===== config.mk =====
export PLATFORM = sky130hd
export DESIGN_NAME = csot_core_regs
export DESIGN_NICKNAME = d
export VERILOG_FILES = /design/src/design/csot_unused_note.sv /design/src/pkg/csot_pkg.sv /design/src/pkg/csot_flag_if.sv /design/src/design/csot_alu_flags.sv /design/src/design/csot_core_regs.sv /design/src/design/csot_pin_ctl.sv
export SDC_FILE = /design/constraint.sdc
export NUM_CORES = 1
export LEC_CHECK = 0
export ABC_AREA = 1
export ABC_CLOCK_PERIOD_IN_PS = 1200
export BUFFER_PORTS_ARGS = -buffer_cell sky130_fd_sc_hd__buf_2
export CAP_MARGIN = 20
export CORE_MARGIN = 2
export CORE_UTILIZATION = 25
export DETAILED_ROUTE_END_ITERATION = 12
export HOLD_SLACK_MARGIN = 0.1
export PLACE_DENSITY_LB_ADDON = 0.1
export SKIP_LAST_GASP = 1
export SLEW_MARGIN = 20
export SYNTH_ARGS = -nofsm -noshare
export SYNTH_HDL_FRONTEND = slang
export SYNTH_SLANG_ARGS = --single-unit

===== constraint.sdc =====
create_clock -name i_clk -period 1.2 [get_ports i_clk]
set_input_delay 0.3 -clock i_clk [delete_from_list [all_inputs] [get_ports i_clk]]
set_output_delay 0.3 -clock i_clk [all_outputs]
set_load 0.02 [all_outputs]

===== src/design/csot_unused_note.sv =====
`default_nettype none
`default_nettype wire


===== src/pkg/csot_pkg.sv =====
`default_nettype none
package csot_pkg;
  localparam logic [4:0] ADDR_STATUS = 5'h03;
  localparam logic [4:0] ADDR_TRIM = 5'h05;
  localparam int ST_PIN_WAKE = 7;
  localparam int ST_CMP_WAKE = 6;
  localparam int ST_RESERVED = 5;
  localparam int ST_TIMEOUT = 4;
  localparam int ST_POWERDOWN = 3;
  localparam int ST_ZERO = 2;
  localparam int ST_DIGIT_CARRY = 1;
  localparam int ST_CARRY = 0;
  localparam int OPT_PIN_WAKE_DIS = 7;
  localparam int OPT_PULLUP_DIS = 6;
  localparam int OPT_TIMER_SRC = 5;
  localparam int OPT_TIMER_EDGE = 4;
  localparam int OPT_PRESCALE_ASSIGN = 3;
  localparam int OPT_RATE_MSB = 2;
  localparam int TIMER_PIN = 2;
  localparam logic [3:0] WAKE_PIN_MASK = 4'hB;
  localparam logic [7:0] STATUS_POR = 8'h18;
  localparam logic [7:0] OPTION_RST = 8'hFF;
  localparam logic [7:0] TRIM_RST = 8'hFE;
  localparam logic [3:0] DIR_RST = 4'hF;
  typedef enum logic [2:0] {
    CSOT_OP_NONE = 3'b000,
    CSOT_OP_ADD = 3'b001,
    CSOT_OP_SUB = 3'b010,
    CSOT_OP_ROTR = 3'b011,
    CSOT_OP_ROTL = 3'b100,
    CSOT_OP_LOGIC = 3'b101
  } csot_op_e;
endpackage
`default_nettype wire

===== src/pkg/csot_flag_if.sv =====
`default_nettype none
interface csot_flag_if;
  import csot_pkg::*;
  csot_op_e op;
  logic [7:0] a;
  logic [7:0] b;
  logic cin;
  logic [7:0] result;
  logic z;
  logic dc;
  logic c;
  logic upd_z;
  logic upd_dc;
  logic upd_c;
  modport alu (input op, input a, input b, input cin,
               output result, output z, output dc, output c, output upd_z, output upd_dc, output upd_c);
  modport core (output op, output a, output b, output cin,
                input result, input z, input dc, input c, input upd_z, input upd_dc, input upd_c);
endinterface
`default_nettype wire


===== src/design/csot_alu_flags.sv =====
`default_nettype none
module csot_alu_flags
  import csot_pkg::*;
(
  csot_flag_if.alu f
);
  // Same adder serves add and subtract, so nibble and byte carries stay consistent
  function automatic logic [8:0] add_c(input logic [7:0] x, input logic [7:0] y, input logic ci);
    add_c = {1'b0, x} + {1'b0, y} + {8'h00, ci};
  endfunction

  logic [8:0] sum_add;
  logic [8:0] sum_sub;
  logic [8:0] nib_add;
  logic [8:0] nib_sub;

  assign sum_add = add_c(f.a, f.b, 1'b0);
  assign sum_sub = add_c(f.b, ~f.a, 1'b1);
  assign nib_add = add_c({4'h0, f.a[3:0]}, {4'h0, f.b[3:0]}, 1'b0);
  assign nib_sub = add_c({4'h0, f.b[3:0]}, {4'h0, ~f.a[3:0]}, 1'b1);

  always_comb begin
    f.result = 8'h00;
    f.dc = 1'b0;
    f.c = 1'b0;
    f.upd_z = 1'b0;
    f.upd_dc = 1'b0;
    f.upd_c = 1'b0;
    unique case (f.op)
      CSOT_OP_NONE: begin
        f.result = f.a;
      end
      CSOT_OP_ADD: begin
        f.result = sum_add[7:0];
        f.dc = nib_add[4];
        f.c = sum_add[8];
        {f.upd_z, f.upd_dc, f.upd_c} = 3'b111;
      end
      CSOT_OP_SUB: begin
        // Operand b minus a; carries read as inverted borrows
        f.result = sum_sub[7:0];
        f.dc = nib_sub[4];
        f.c = sum_sub[8];
        {f.upd_z, f.upd_dc, f.upd_c} = 3'b111;
      end
      CSOT_OP_ROTR: begin
        f.result = {f.cin, f.a[7:1]};
        f.c = f.a[0];
        f.upd_c = 1'b1;
      end
      CSOT_OP_ROTL: begin
        f.result = {f.a[6:0], f.cin};
        f.c = f.a[7];
        f.upd_c = 1'b1;
      end
      CSOT_OP_LOGIC: begin
        f.result = f.a;
        f.upd_z = 1'b1;
      end
      default: begin
        f.result = f.a;
      end
    endcase
  end

  assign f.z = (f.result == 8'h00);
endmodule
`default_nettype wire


===== src/design/csot_core_regs.sv =====
`default_nettype none
module csot_core_regs
  import csot_pkg::*;
(
  // Clock and reset
  input wire logic i_clk,
  input wire logic i_rstn,
  // Non-power-on reset and its cause
  input wire logic i_soft_rst,
  input wire logic i_wake_pin,
  input wire logic i_wake_cmp,
  input wire logic i_wdt_timeout,
  // Special instructions
  input wire logic i_watchdog_clear_op_op,
  input wire logic i_sleep_op,
  input wire logic i_opt_load,
  input wire logic [7:0] i_w_data,
  // File register access
  input wire logic i_wr_en,
  input wire logic [4:0] i_wr_addr,
  input wire logic [7:0] i_wr_data,
  input wire logic i_rd_en,
  input wire logic [4:0] i_rd_addr,
  output logic [7:0] o_rd_data,
  output logic o_rd_hit,
  // ALU operation
  input wire logic i_alu_go,
  input wire csot_op_e i_alu_op,
  input wire logic [7:0] i_alu_a,
  input wire logic [7:0] i_alu_b,
  output logic [7:0] o_alu_result,
  // Register contents
  output logic [7:0] o_status,
  output logic [6:0] o_trim,
  output logic o_quarter_clock_out,
  // Timer and pin configuration
  input wire logic [3:0] i_dir,
  output logic o_timer_source_sel,
  output logic o_timer_edge_sel,
  output logic o_prescaler_assign,
  output logic [3:0] o_tmr_div_log2,
  output logic [3:0] o_wdt_div_log2,
  output logic [3:0] o_pin_wake_en,
  output logic [3:0] o_pullup_en,
  output logic [3:0] o_eff_dir
);
  logic [7:0] status;
  logic [7:0] option;
  logic [7:0] trim;
  logic [7:0] next_status;
  logic [7:0] next_option;
  logic [7:0] next_trim;
  logic [7:0] rd_mux;
  logic rd_is_status;
  logic rd_is_trim;
  logic wr_status;
  logic wr_trim;
  logic alu_flags_hit;

  csot_flag_if flg ();

  csot_alu_flags u_alu (
    .f(flg.alu)
  );

  assign flg.op = i_alu_go ? i_alu_op : CSOT_OP_NONE;
  assign flg.a = i_alu_a;
  assign flg.b = i_alu_b;
  assign flg.cin = status[ST_CARRY];

  csot_pin_ctl u_pins (
    .i_option(option),
    .i_dir(i_dir),
    .o_pin_wake_en(o_pin_wake_en),
    .o_pullup_en(o_pullup_en),
    .o_eff_dir(o_eff_dir),
    .o_tmr_div_log2(o_tmr_div_log2),
    .o_wdt_div_log2(o_wdt_div_log2)
  );

  assign wr_status = i_wr_en && (i_wr_addr == ADDR_STATUS);
  assign wr_trim = i_wr_en && (i_wr_addr == ADDR_TRIM);
  assign alu_flags_hit = flg.upd_z | flg.upd_dc | flg.upd_c;
  assign rd_is_status = (i_rd_addr == ADDR_STATUS);
  assign rd_is_trim = (i_rd_addr == ADDR_TRIM);
  // The configuration register has no read path at all
  assign rd_mux = rd_is_status ? status : (rd_is_trim ? trim : 8'h00);

  always_comb begin
    next_status = status;
    if (wr_status) begin
      next_status[ST_PIN_WAKE] = i_wr_data[ST_PIN_WAKE];
      next_status[ST_CMP_WAKE] = i_wr_data[ST_CMP_WAKE];
      next_status[ST_RESERVED] = i_wr_data[ST_RESERVED];
      // Writes to all three ALU flags are dropped while an op in the same cycle updates any flag
      if (!alu_flags_hit) begin
        next_status[ST_ZERO:ST_CARRY] = i_wr_data[ST_ZERO:ST_CARRY];
      end
    end
    if (flg.upd_z) begin
      next_status[ST_ZERO] = flg.z;
    end
    if (flg.upd_dc) begin
      next_status[ST_DIGIT_CARRY] = flg.dc;
    end
    if (flg.upd_c) begin
      next_status[ST_CARRY] = flg.c;
    end
    // Timeout and power-down change only by events, never by writes
    if (i_watchdog_clear_op_op) begin
      next_status[ST_TIMEOUT] = 1'b1;
      next_status[ST_POWERDOWN] = 1'b1;
    end
    if (i_sleep_op) begin
      next_status[ST_TIMEOUT] = 1'b1;
      next_status[ST_POWERDOWN] = 1'b0;
    end
    if (i_wdt_timeout) begin
      next_status[ST_TIMEOUT] = 1'b0;
    end
    if (i_soft_rst) begin
      next_status[ST_PIN_WAKE] = i_wake_pin;
      next_status[ST_CMP_WAKE] = i_wake_cmp;
      next_status[ST_RESERVED] = 1'b0;
    end
  end

  always_comb begin
    next_option = option;
    if (i_opt_load) begin
      next_option = i_w_data;
    end
    if (i_soft_rst) begin
      next_option = OPTION_RST;
    end
  end

  always_comb begin
    next_trim = trim;
    if (wr_trim) begin
      next_trim = i_wr_data;
    end
    if (i_soft_rst) begin
      next_trim = TRIM_RST;
    end
  end

  always_ff @(posedge i_clk or negedge i_rstn) begin
    if (!i_rstn) begin
      status <= STATUS_POR;
      option <= OPTION_RST;
      trim <= TRIM_RST;
    end else begin
      status <= next_status;
      option <= next_option;
      trim <= next_trim;
    end
  end

  always_ff @(posedge i_clk or negedge i_rstn) begin
    if (!i_rstn) begin
      o_rd_data <= 8'h00;
      o_rd_hit <= 1'b0;
    end else if (i_rd_en) begin
      o_rd_data <= rd_mux;
      o_rd_hit <= rd_is_status | rd_is_trim;
    end
  end

  always_ff @(posedge i_clk or negedge i_rstn) begin
    if (!i_rstn) begin
      o_alu_result <= 8'h00;
    end else if (i_alu_go) begin
      o_alu_result <= flg.result;
    end
  end

  assign o_status = status;
  assign o_trim = trim[7:1];
  assign o_quarter_clock_out = trim[0];
  assign o_timer_source_sel = option[OPT_TIMER_SRC];
  assign o_timer_edge_sel = option[OPT_TIMER_EDGE];
  assign o_prescaler_assign = option[OPT_PRESCALE_ASSIGN];

  // Reference arithmetic for the checks below
  logic [8:0] chk_add;
  logic [4:0] chk_nib_sub;
  logic [4:0] chk_nib_add;
  logic [8:0] chk_sub;
  assign chk_add = {1'b0, i_alu_a} + {1'b0, i_alu_b};
  assign chk_nib_sub = {1'b0, i_alu_b[3:0]} + {1'b0, ~i_alu_a[3:0]} + 5'h01;
  assign chk_nib_add = {1'b0, i_alu_a[3:0]} + {1'b0, i_alu_b[3:0]};
  assign chk_sub = {1'b0, i_alu_b} + {1'b0, ~i_alu_a} + 9'h001;
endmodule
`default_nettype wire


===== src/design/csot_pin_ctl.sv =====
`default_nettype none
module csot_pin_ctl
  import csot_pkg::*;
(
  // Configuration and direction
  input wire logic [7:0] i_option,
  input wire logic [3:0] i_dir,
  // Per-pin enables and effective direction
  output logic [3:0] o_pin_wake_en,
  output logic [3:0] o_pullup_en,
  output logic [3:0] o_eff_dir,
  // Prescaler division as a power of two
  output logic [3:0] o_tmr_div_log2,
  output logic [3:0] o_wdt_div_log2
);
  logic [2:0] rate;
  logic wake_on;
  logic pull_on;

  assign rate = i_option[OPT_RATE_MSB:0];
  assign wake_on = ~i_option[OPT_PIN_WAKE_DIS];
  assign pull_on = ~i_option[OPT_PULLUP_DIS];
  // An output-driven pin can never wake or pull up
  assign o_pin_wake_en = {4{wake_on}} & WAKE_PIN_MASK & i_dir;
  assign o_pullup_en = {4{pull_on}} & WAKE_PIN_MASK & i_dir;
  assign o_eff_dir = i_dir | ({3'b000, i_option[OPT_TIMER_SRC]} << TIMER_PIN);
  assign o_tmr_div_log2 = {1'b0, rate} + 4'h1;
  assign o_wdt_div_log2 = {1'b0, rate};
endmodule
`default_nettype wire


==> impl_metrics.py, run 1 <==
metrics = {
    "critical_path": {
        "endpoint_kind": "register",
        "crit_path_start_kind": "input pin",
        "arrival_ns": 1.92,
        "cp.required_ns": 1.41,
        "critPathKind": "input pin to register",
        "crit_path_max_fanout": 2,
    },
    "cts": {
        "cts_tree": "built",
        "cts_buffers": 5,
        "clk_latency_ns": 0.28,
        "clk_pin_slew_ns": 0.06,
        "clk_path_buf_depth": 2,
        "cts.sinks": 41,
        "h-tree-depth": 2,
        "root_buffer": "clkbuf_16",
    },
    "synthesis": {
        "syn_area_per_cell_um2": 7.25,
        "synth_area_leaders": "dfrtp_1 19%, dfstp_2 14%, nand2_1 10%",
        "synth_seq_cells": 41,
        "yosysTopAreaCell": "dfrtp_1",
        "syn_area_mm2": 0.00312,
        "yosysTopAreaCellShare_pct": 19.2,
        "ys_seq_area_share_pct": 33.5,
        "synth_cells": 431,
        "ys_warn_count": 0,
        "synthDistinctLibCells": 39,
    },
    "drt": {
        "antenna_left": 0,
        "wirelength_um": 10000,
        "viasPerCell": 4.38,
        "drt_iter0_markers": 145,
        "drcViolationCount": 0,
        "drt_pre_antenna_iters": 4,
        "wl_per_cell_um": 12.8,
        "vias": 3431,
    },
    "finish": {
        "drive_gt1_share_pct": 51.1,
        "area_delta_synth_final_pct": 63.7,
        "finalNonFillerCells": 783,
        "final_area_mm2": 0.00511,
        "diodes": 0,
        "final_nets": 694,
    },
    "sta": {
        "worst_slack_ns": -0.513,
        "period_minus_slack_ns": 1.71,
        "hold_viol": 0,
        "report.final.slew_viol_count": 0,
        "finalSetupTns_ns": -6.11,
        "rsz0062_at_grt": "yes",
        "skew_ns": 0.00833,
        "min_period_over_period_pct": 143,
        "finalSetupViolCount": 37,
        "fmax_mhz": 584,
    },
    "worst_hold_path": {
        "hold_class": "input pin to register",
    },
    "global_routing": {
        "antenna_found_initial": 0,
        "grt_pass1_wl_um": 16000,
        "grt_max_degree": 42,
        "grt.overflow.total": 0,
        "grt_usage_pct": 14.7,
        "grt_pass1_vias": 3244,
    },
    "placement": {
        "placed_area_mm2": 0.00447,
        "hpwlAfterDp_um": 8120,
        "dp.cells": 759,
        "globalplace.congestion": 0.844,
        "post-place-ws_ns": -0.886,
        "portBuffers": 113,
    },
    "floorplanning": {
        "die_area_mm2": 0.0134,
        "core_mm2": 0.0121,
        "start_util_pct": 25.8,
        "die_y_um": 116,
        "ios": 117,
        "die_w_um": 116,
        "fp-row-count": 40,
    },
    "power_and_ir_drop": {
        "leakage_nw": 2.65,
        "powerDensity_mw_per_mm2": 937,
        "vdd_ir_drop_max_uv": 463,
    },
    "run_status": {
        "status": "finished with violations",
        "violations": "negative setup slack",
    },
    "job": {
        "timing.max_cap.violations": 0,
    },
}
## cells by family (layout without fill, tap and decap cells)
kind of cell | Yosys count | count (layout) | share of synthesized area [%]
AND/OR/NAND/NOR | 182 | 182 | 27.9
adder cells (fa/ha/maj) | 19 | 19 | 8.09
flip-flops | 41 | 41 | 33.5
other | 1 | 3 | 0.120
multiplexers | 5 | 5 | 1.80
AO/OA/AOI/OAI | 80 | 80 | 13.9
XOR/XNOR | 2 | 2 | 0.561
buffers and inverters | 101 | 283 | 14.1
## path summary, 6_finish.rpt
| check | end | depth (start not counted) | slack (ns) | from |
|---|---|---|---|---|
| setup / recovery | o_status[2]$_DFFE_PN0P_ | 16 | -0.51 | i_alu_b[0] |
| min in group asynchronous | o_rd_data[4]$_DFFE_PN0P_ | 3 | 0.52 | i_rstn |
| max in group asynchronous | option[1]$_DFFE_PN1P_ | 3 | 0.40 | i_rstn |
| setup reg to reg | o_status[2]$_DFFE_PN0P_ | 11 | -0.12 | o_status[0]$_DFFE_PN0P_ |
| hold reg to reg | o_alu_result[4]$_DFFE_PN0P_ | 2 | 0.47 | o_alu_result[4]$_DFFE_PN0P_ |
| hold / removal | o_status[4]$_DFFE_PN1P_ | 2 | 0.13 | i_wdt_timeout |
## critical path, cell delays in order
cell and delay, ns:
buf_8 0.09, clkinv_4 0.04, ha_4 0.15, fa_2 0.53
inv_2 0.04, nand3_2 0.06, nand2_1 0.05, nor2_1 0.08
nand2_1 0.06, nand2_2 0.08, nand2_1 0.05, nor2_1 0.09
nand2_1 0.06, nor2_1 0.08, nand2_1 0.06, a21oi_2 0.11
## final cells by class
class / instances / area, µm²
clock buffer: 5 / 125
clock inverter: 3 / 17.5
fill: 1278 / 7000
inverter: 79 / 322
multi-input combinational: 291 / 1930
sequential: 41 / 1050
tap: 168 / 210
timing repair buffer: 196 / 1460
## state kept, by name, indices dropped and copies added (netlist names)
name and count:
o_rd_hit 1, o_rd_data 8, o_alu_result 8, o_status 8, option 8, trim 8
## placed cells by master, fill, tap and decap left out, types with 5 or more instances in the layout
cell	instances
nor2_1	21
o22ai_1	7
nor2_2	7
ha_1	7
nand2_2	17
nand4_1	11
buf_6	33
dfrtp_1	24
inv_1	61
buf_2	78
o211ai_1	5
a21oi_1	14
clkbuf_16	5
ha_4	9
inv_2	11
o21ai_0	34
a21oi_2	7
nand3_1	33
nand2_1	68
buf_4	78
nand3_2	7
dfstp_2	17
## metrics by stage
step / power (W) / utilization, % / hold WS (ns)
after floorplan: 0.00255 / - / 0.00441
after detailed placement: 0.00324 / 36.9 / 0.292
final: 0.00479 / 42.2 / 0.132
after global routing: 0.00510 / 42.2 / 0.123
after CTS: 0.00476 / 40.8 / 0.126
after global placement: 0.00323 / 36.9 / 0.293
## synth_stat cells (all sizes together)
cell type / n
nand4: 11
nor3: 1
o21ai: 41
nor3b: 1
o21bai: 1
inv: 78
mux2: 5
a21oi: 21
xnor2: 1
or2: 5
nand2: 89
conb: 1
dfrtp: 24
nor4: 1
clkinv: 1
clkbuf: 8
nand3b: 1
nand3: 41
nor2: 32
ha: 17
a31oi: 4
o211ai: 5
fa: 2
o22ai: 8
xor2: 1
buf: 14
dfstp: 17
## per-layer routing
metal | track usage [%] | vias up | share of wire [%]
met5 | 0 | - | 0
met4 | 3.10 | 0 | 0.88
met3 | 1.15 | 4 | 5.0
met2 | 25.5 | 115 | 47
met1 | 20.2 | 1559 | 48
li1 | - | 1753 | -
## repair_timing
item / CTS / global route
hold buffers: 1 / 0
setup endpoints to repair: 39 / 40
gates resized for setup: 88 / 37
endpoints found under the hold margin: 24 / 0
buffers inserted: 10 / 11
pin swaps: 34 / 30
## power breakdown
part,internal (W),switching (W),total [W]
registers,0.00154,0.0000981,0.00164
logic,0.000873,0.000991,0.00186
clock network,0.000762,0.000522,0.00128
total,0.00318,0.00161,0.00479
Power figures use the tool's default switching activity.
==> run 2: changes to the inputs <==
ABC_AREA = default   (was 1)
ABC_CLOCK_PERIOD_IN_PS = default   (was 1200)
PLACE_DENSITY = 0.46   (was default)
PLACE_DENSITY_LB_ADDON = default   (was 0.1)
==> impl_metrics.py, run 2 <==
metrics = {
    "run_status": {
        "status": "finished with violations",
        "violations": "negative setup slack",
    },
    "critical_path": {
        "crit_path_max_fanout": 2,
        "critPathKind": "input pin to register",
        "crit_path_start_kind": "input pin",
        "cp.required_ns": 1.38,
        "endpoint_kind": "register",
        "arrival_ns": 2.68,
    },
    "floorplanning": {
        "ios": 117,
        "start_util_pct": 25.5,
        "die_w_um": 115,
        "core_mm2": 0.0120,
        "die_y_um": 115,
        "fp-row-count": 40,
        "die_area_mm2": 0.0132,
    },
    "drt": {
        "drcViolationCount": 0,
        "wl_per_cell_um": 14.7,
        "vias": 3137,
        "wirelength_um": 10000,
        "drt_pre_antenna_iters": 4,
        "viasPerCell": 4.59,
        "antenna_left": 0,
        "drt_iter0_markers": 150,
    },
    "finish": {
        "nFillCells": 1157,
        "area_delta_synth_final_pct": 70.9,
        "diodes": 0,
        "multi_input_area_mm2": 0.00215,
        "drive_gt1_share_pct": 56.5,
        "final_nets": 615,
        "finalNonFillerCells": 683,
        "layout_common_cells": "85 x buf_2, 85 x buf_4, 36 x buf_6, 32 x nand2_1, 27 x mux2i_1",
        "seq_area_mm2": 0.00105,
        "final_area_mm2": 0.00524,
    },
    "worst_hold_path": {
        "hold_class": "input pin to register",
    },
    "cts": {
        "clk_latency_ns": 0.28,
        "cts_tree": "built",
        "cts_buffers": 5,
        "root_buffer": "clkbuf_16",
        "clk_pin_slew_ns": 0.06,
        "cts.sinks": 41,
        "h-tree-depth": 2,
        "clk_path_buf_depth": 2,
    },
    "synthesis": {
        "ys_warn_count": 0,
        "muxShareOfSynthArea_pct": 12.1,
        "async_reset_ff_share_pct": 100,
        "synth_seq_cells": 41,
        "synth_top_family_by_area": "compound AO/OA/AOI/OAI gates",
        "synth_flop_cell": "dfrtp_1",
        "synth-simple-area-share_pct": 16.5,
        "syn_area_mm2": 0.00307,
        "synthDistinctLibCells": 56,
        "synth-compound-area-share_pct": 17.3,
        "synth_xor_xnor_area_share_pct": 3.14,
        "syn_area_per_cell_um2": 8.94,
        "synth_area_leaders": "dfrtp_1 20%, dfstp_2 15%, mux2i_1 8.8%",
        "yosysTopAreaCell": "dfrtp_1",
        "ys_seq_area_share_pct": 34.2,
        "synth_edf_count": 0,
        "ys_top_cells_by_count": "32 x nand2_1, 27 x mux2i_1, 25 x inv_1",
        "synth-adder-area-share_pct": 8.24,
        "synth_cells": 343,
        "yosysTopAreaCellShare_pct": 19.6,
        "synth_most_common_cell": "nand2_1",
    },
    "sta": {
        "finalSetupViolCount": 39,
        "fmax_mhz": 400,
        "hold_viol": 0,
        "rsz0062_at_grt": "yes",
        "period_minus_slack_ns": 2.50,
        "worst_slack_ns": -1.30,
        "finalSetupTns_ns": -10.74,
        "report.final.slew_viol_count": 0,
        "min_period_over_period_pct": 208,
        "skew_ns": 0.00303,
    },
    "global_routing": {
        "grt.overflow.total": 0,
        "grt_usage_pct": 14.6,
        "antenna_found_initial": 0,
        "grt_max_degree": 42,
        "grt_pass1_wl_um": 15500,
        "grt_pass1_vias": 3066,
    },
    "power_and_ir_drop": {
        "powerDensity_mw_per_mm2": 937,
        "leakage_nw": 2.57,
        "vdd_ir_drop_max_uv": 521,
    },
    "placement": {
        "placed_area_mm2": 0.00439,
        "portBuffers": 113,
        "dp.cells": 646,
        "hpwlAfterDp_um": 7690,
        "globalplace.congestion": 0.800,
    },
    "job": {
        "timing.max_cap.violations": 0,
    },
}
[run 2: critical path: stages]
cell and delay, ns:
buf_12 0.09, inv_8 0.03, ha_4 0.14, fa_2 0.51
a211o_1 0.11, nand2_1 0.07, o41ai_2 0.24, a21oi_2 0.11
or4b_1 0.53, or3_1 0.34, o41ai_2 0.20
[run 2: cell families (layout without fill, tap and decap cells)]
kind of cell,Yosys count,count (layout)
DFF,41,41
other,1,3
xor gates and xnor gates,11,11
AOI/OAI and AO/OA,81,81
adders and majority gates,19,19
buffers and inverters,55,246
and+or+nand+nor,99,99
muxes,36,36
[run 2: what timing repair did]
item                       CTS  global route
hold endpoints to repair    24             0
gates resized for setup     86            31
hold buffers                 1             0
setup endpoints to repair   38            44
setup buffers               18            11
pin swaps                   17            19
[run 2: final timing paths]
check / slack, ns / cells past startpoint / endpoint / from
worst max-delay path: -1.30 / 11 / o_status[2]$_DFFE_PN0P_ / i_alu_b[0]
worst min-delay path: 0.13 / 2 / o_status[4]$_DFFE_PN1P_ / i_wdt_timeout
worst max register to register: -0.70 / 5 / o_status[2]$_DFFE_PN0P_ / o_status[0]$_DFFE_PN0P_
worst min register to register: 0.51 / 1 / o_alu_result[7]$_DFFE_PN0P_ / o_alu_result[7]$_DFFE_PN0P_
max in group asynchronous: 0.41 / 3 / option[5]$_DFFE_PN1P_ / i_rstn
min in group asynchronous: 0.52 / 3 / o_rd_data[3]$_DFFE_PN0P_ / i_rstn
[run 2: layer usage]
| layer | part of all wire, % | global-route usage (%) |
|---|---|---|
| met2 | 50 | 25.6 |
| met1 | 46 | 19.7 |
| met3 | 3.3 | 1.79 |
| met4 | 0.61 | 2.09 |
| met5 | 0 | 0 |
[run 2: final cells by class]
type	count	area share [%]
clock inverters	2	0.717
multi-input cells	249	41.1
flip-flops and latches	41	20.0
repair buffers	212	29.7
inverters	26	2.29
well taps	147	3.51
clock buffers	6	2.65
[run 2: through the flow]
step                power (W)  worst slack, ns  util (%)  hold slack, ns
floorplan             0.00242            -1.32         -         0.00441
global placement      0.00302            -1.62      36.6           0.290
detailed placement    0.00303            -1.69      36.6           0.291
CTS                   0.00482            -1.30      41.6           0.128
global route          0.00516            -1.46      43.6           0.129
finish                0.00491            -1.30      43.6           0.129
[run 2: power breakdown]
group | internal (W) | switching, W
clock network | 0.00104 | 0.000541
logic | 0.000893 | 0.000868
registers | 0.00150 | 0.0000722
total | 0.00343 | 0.00148
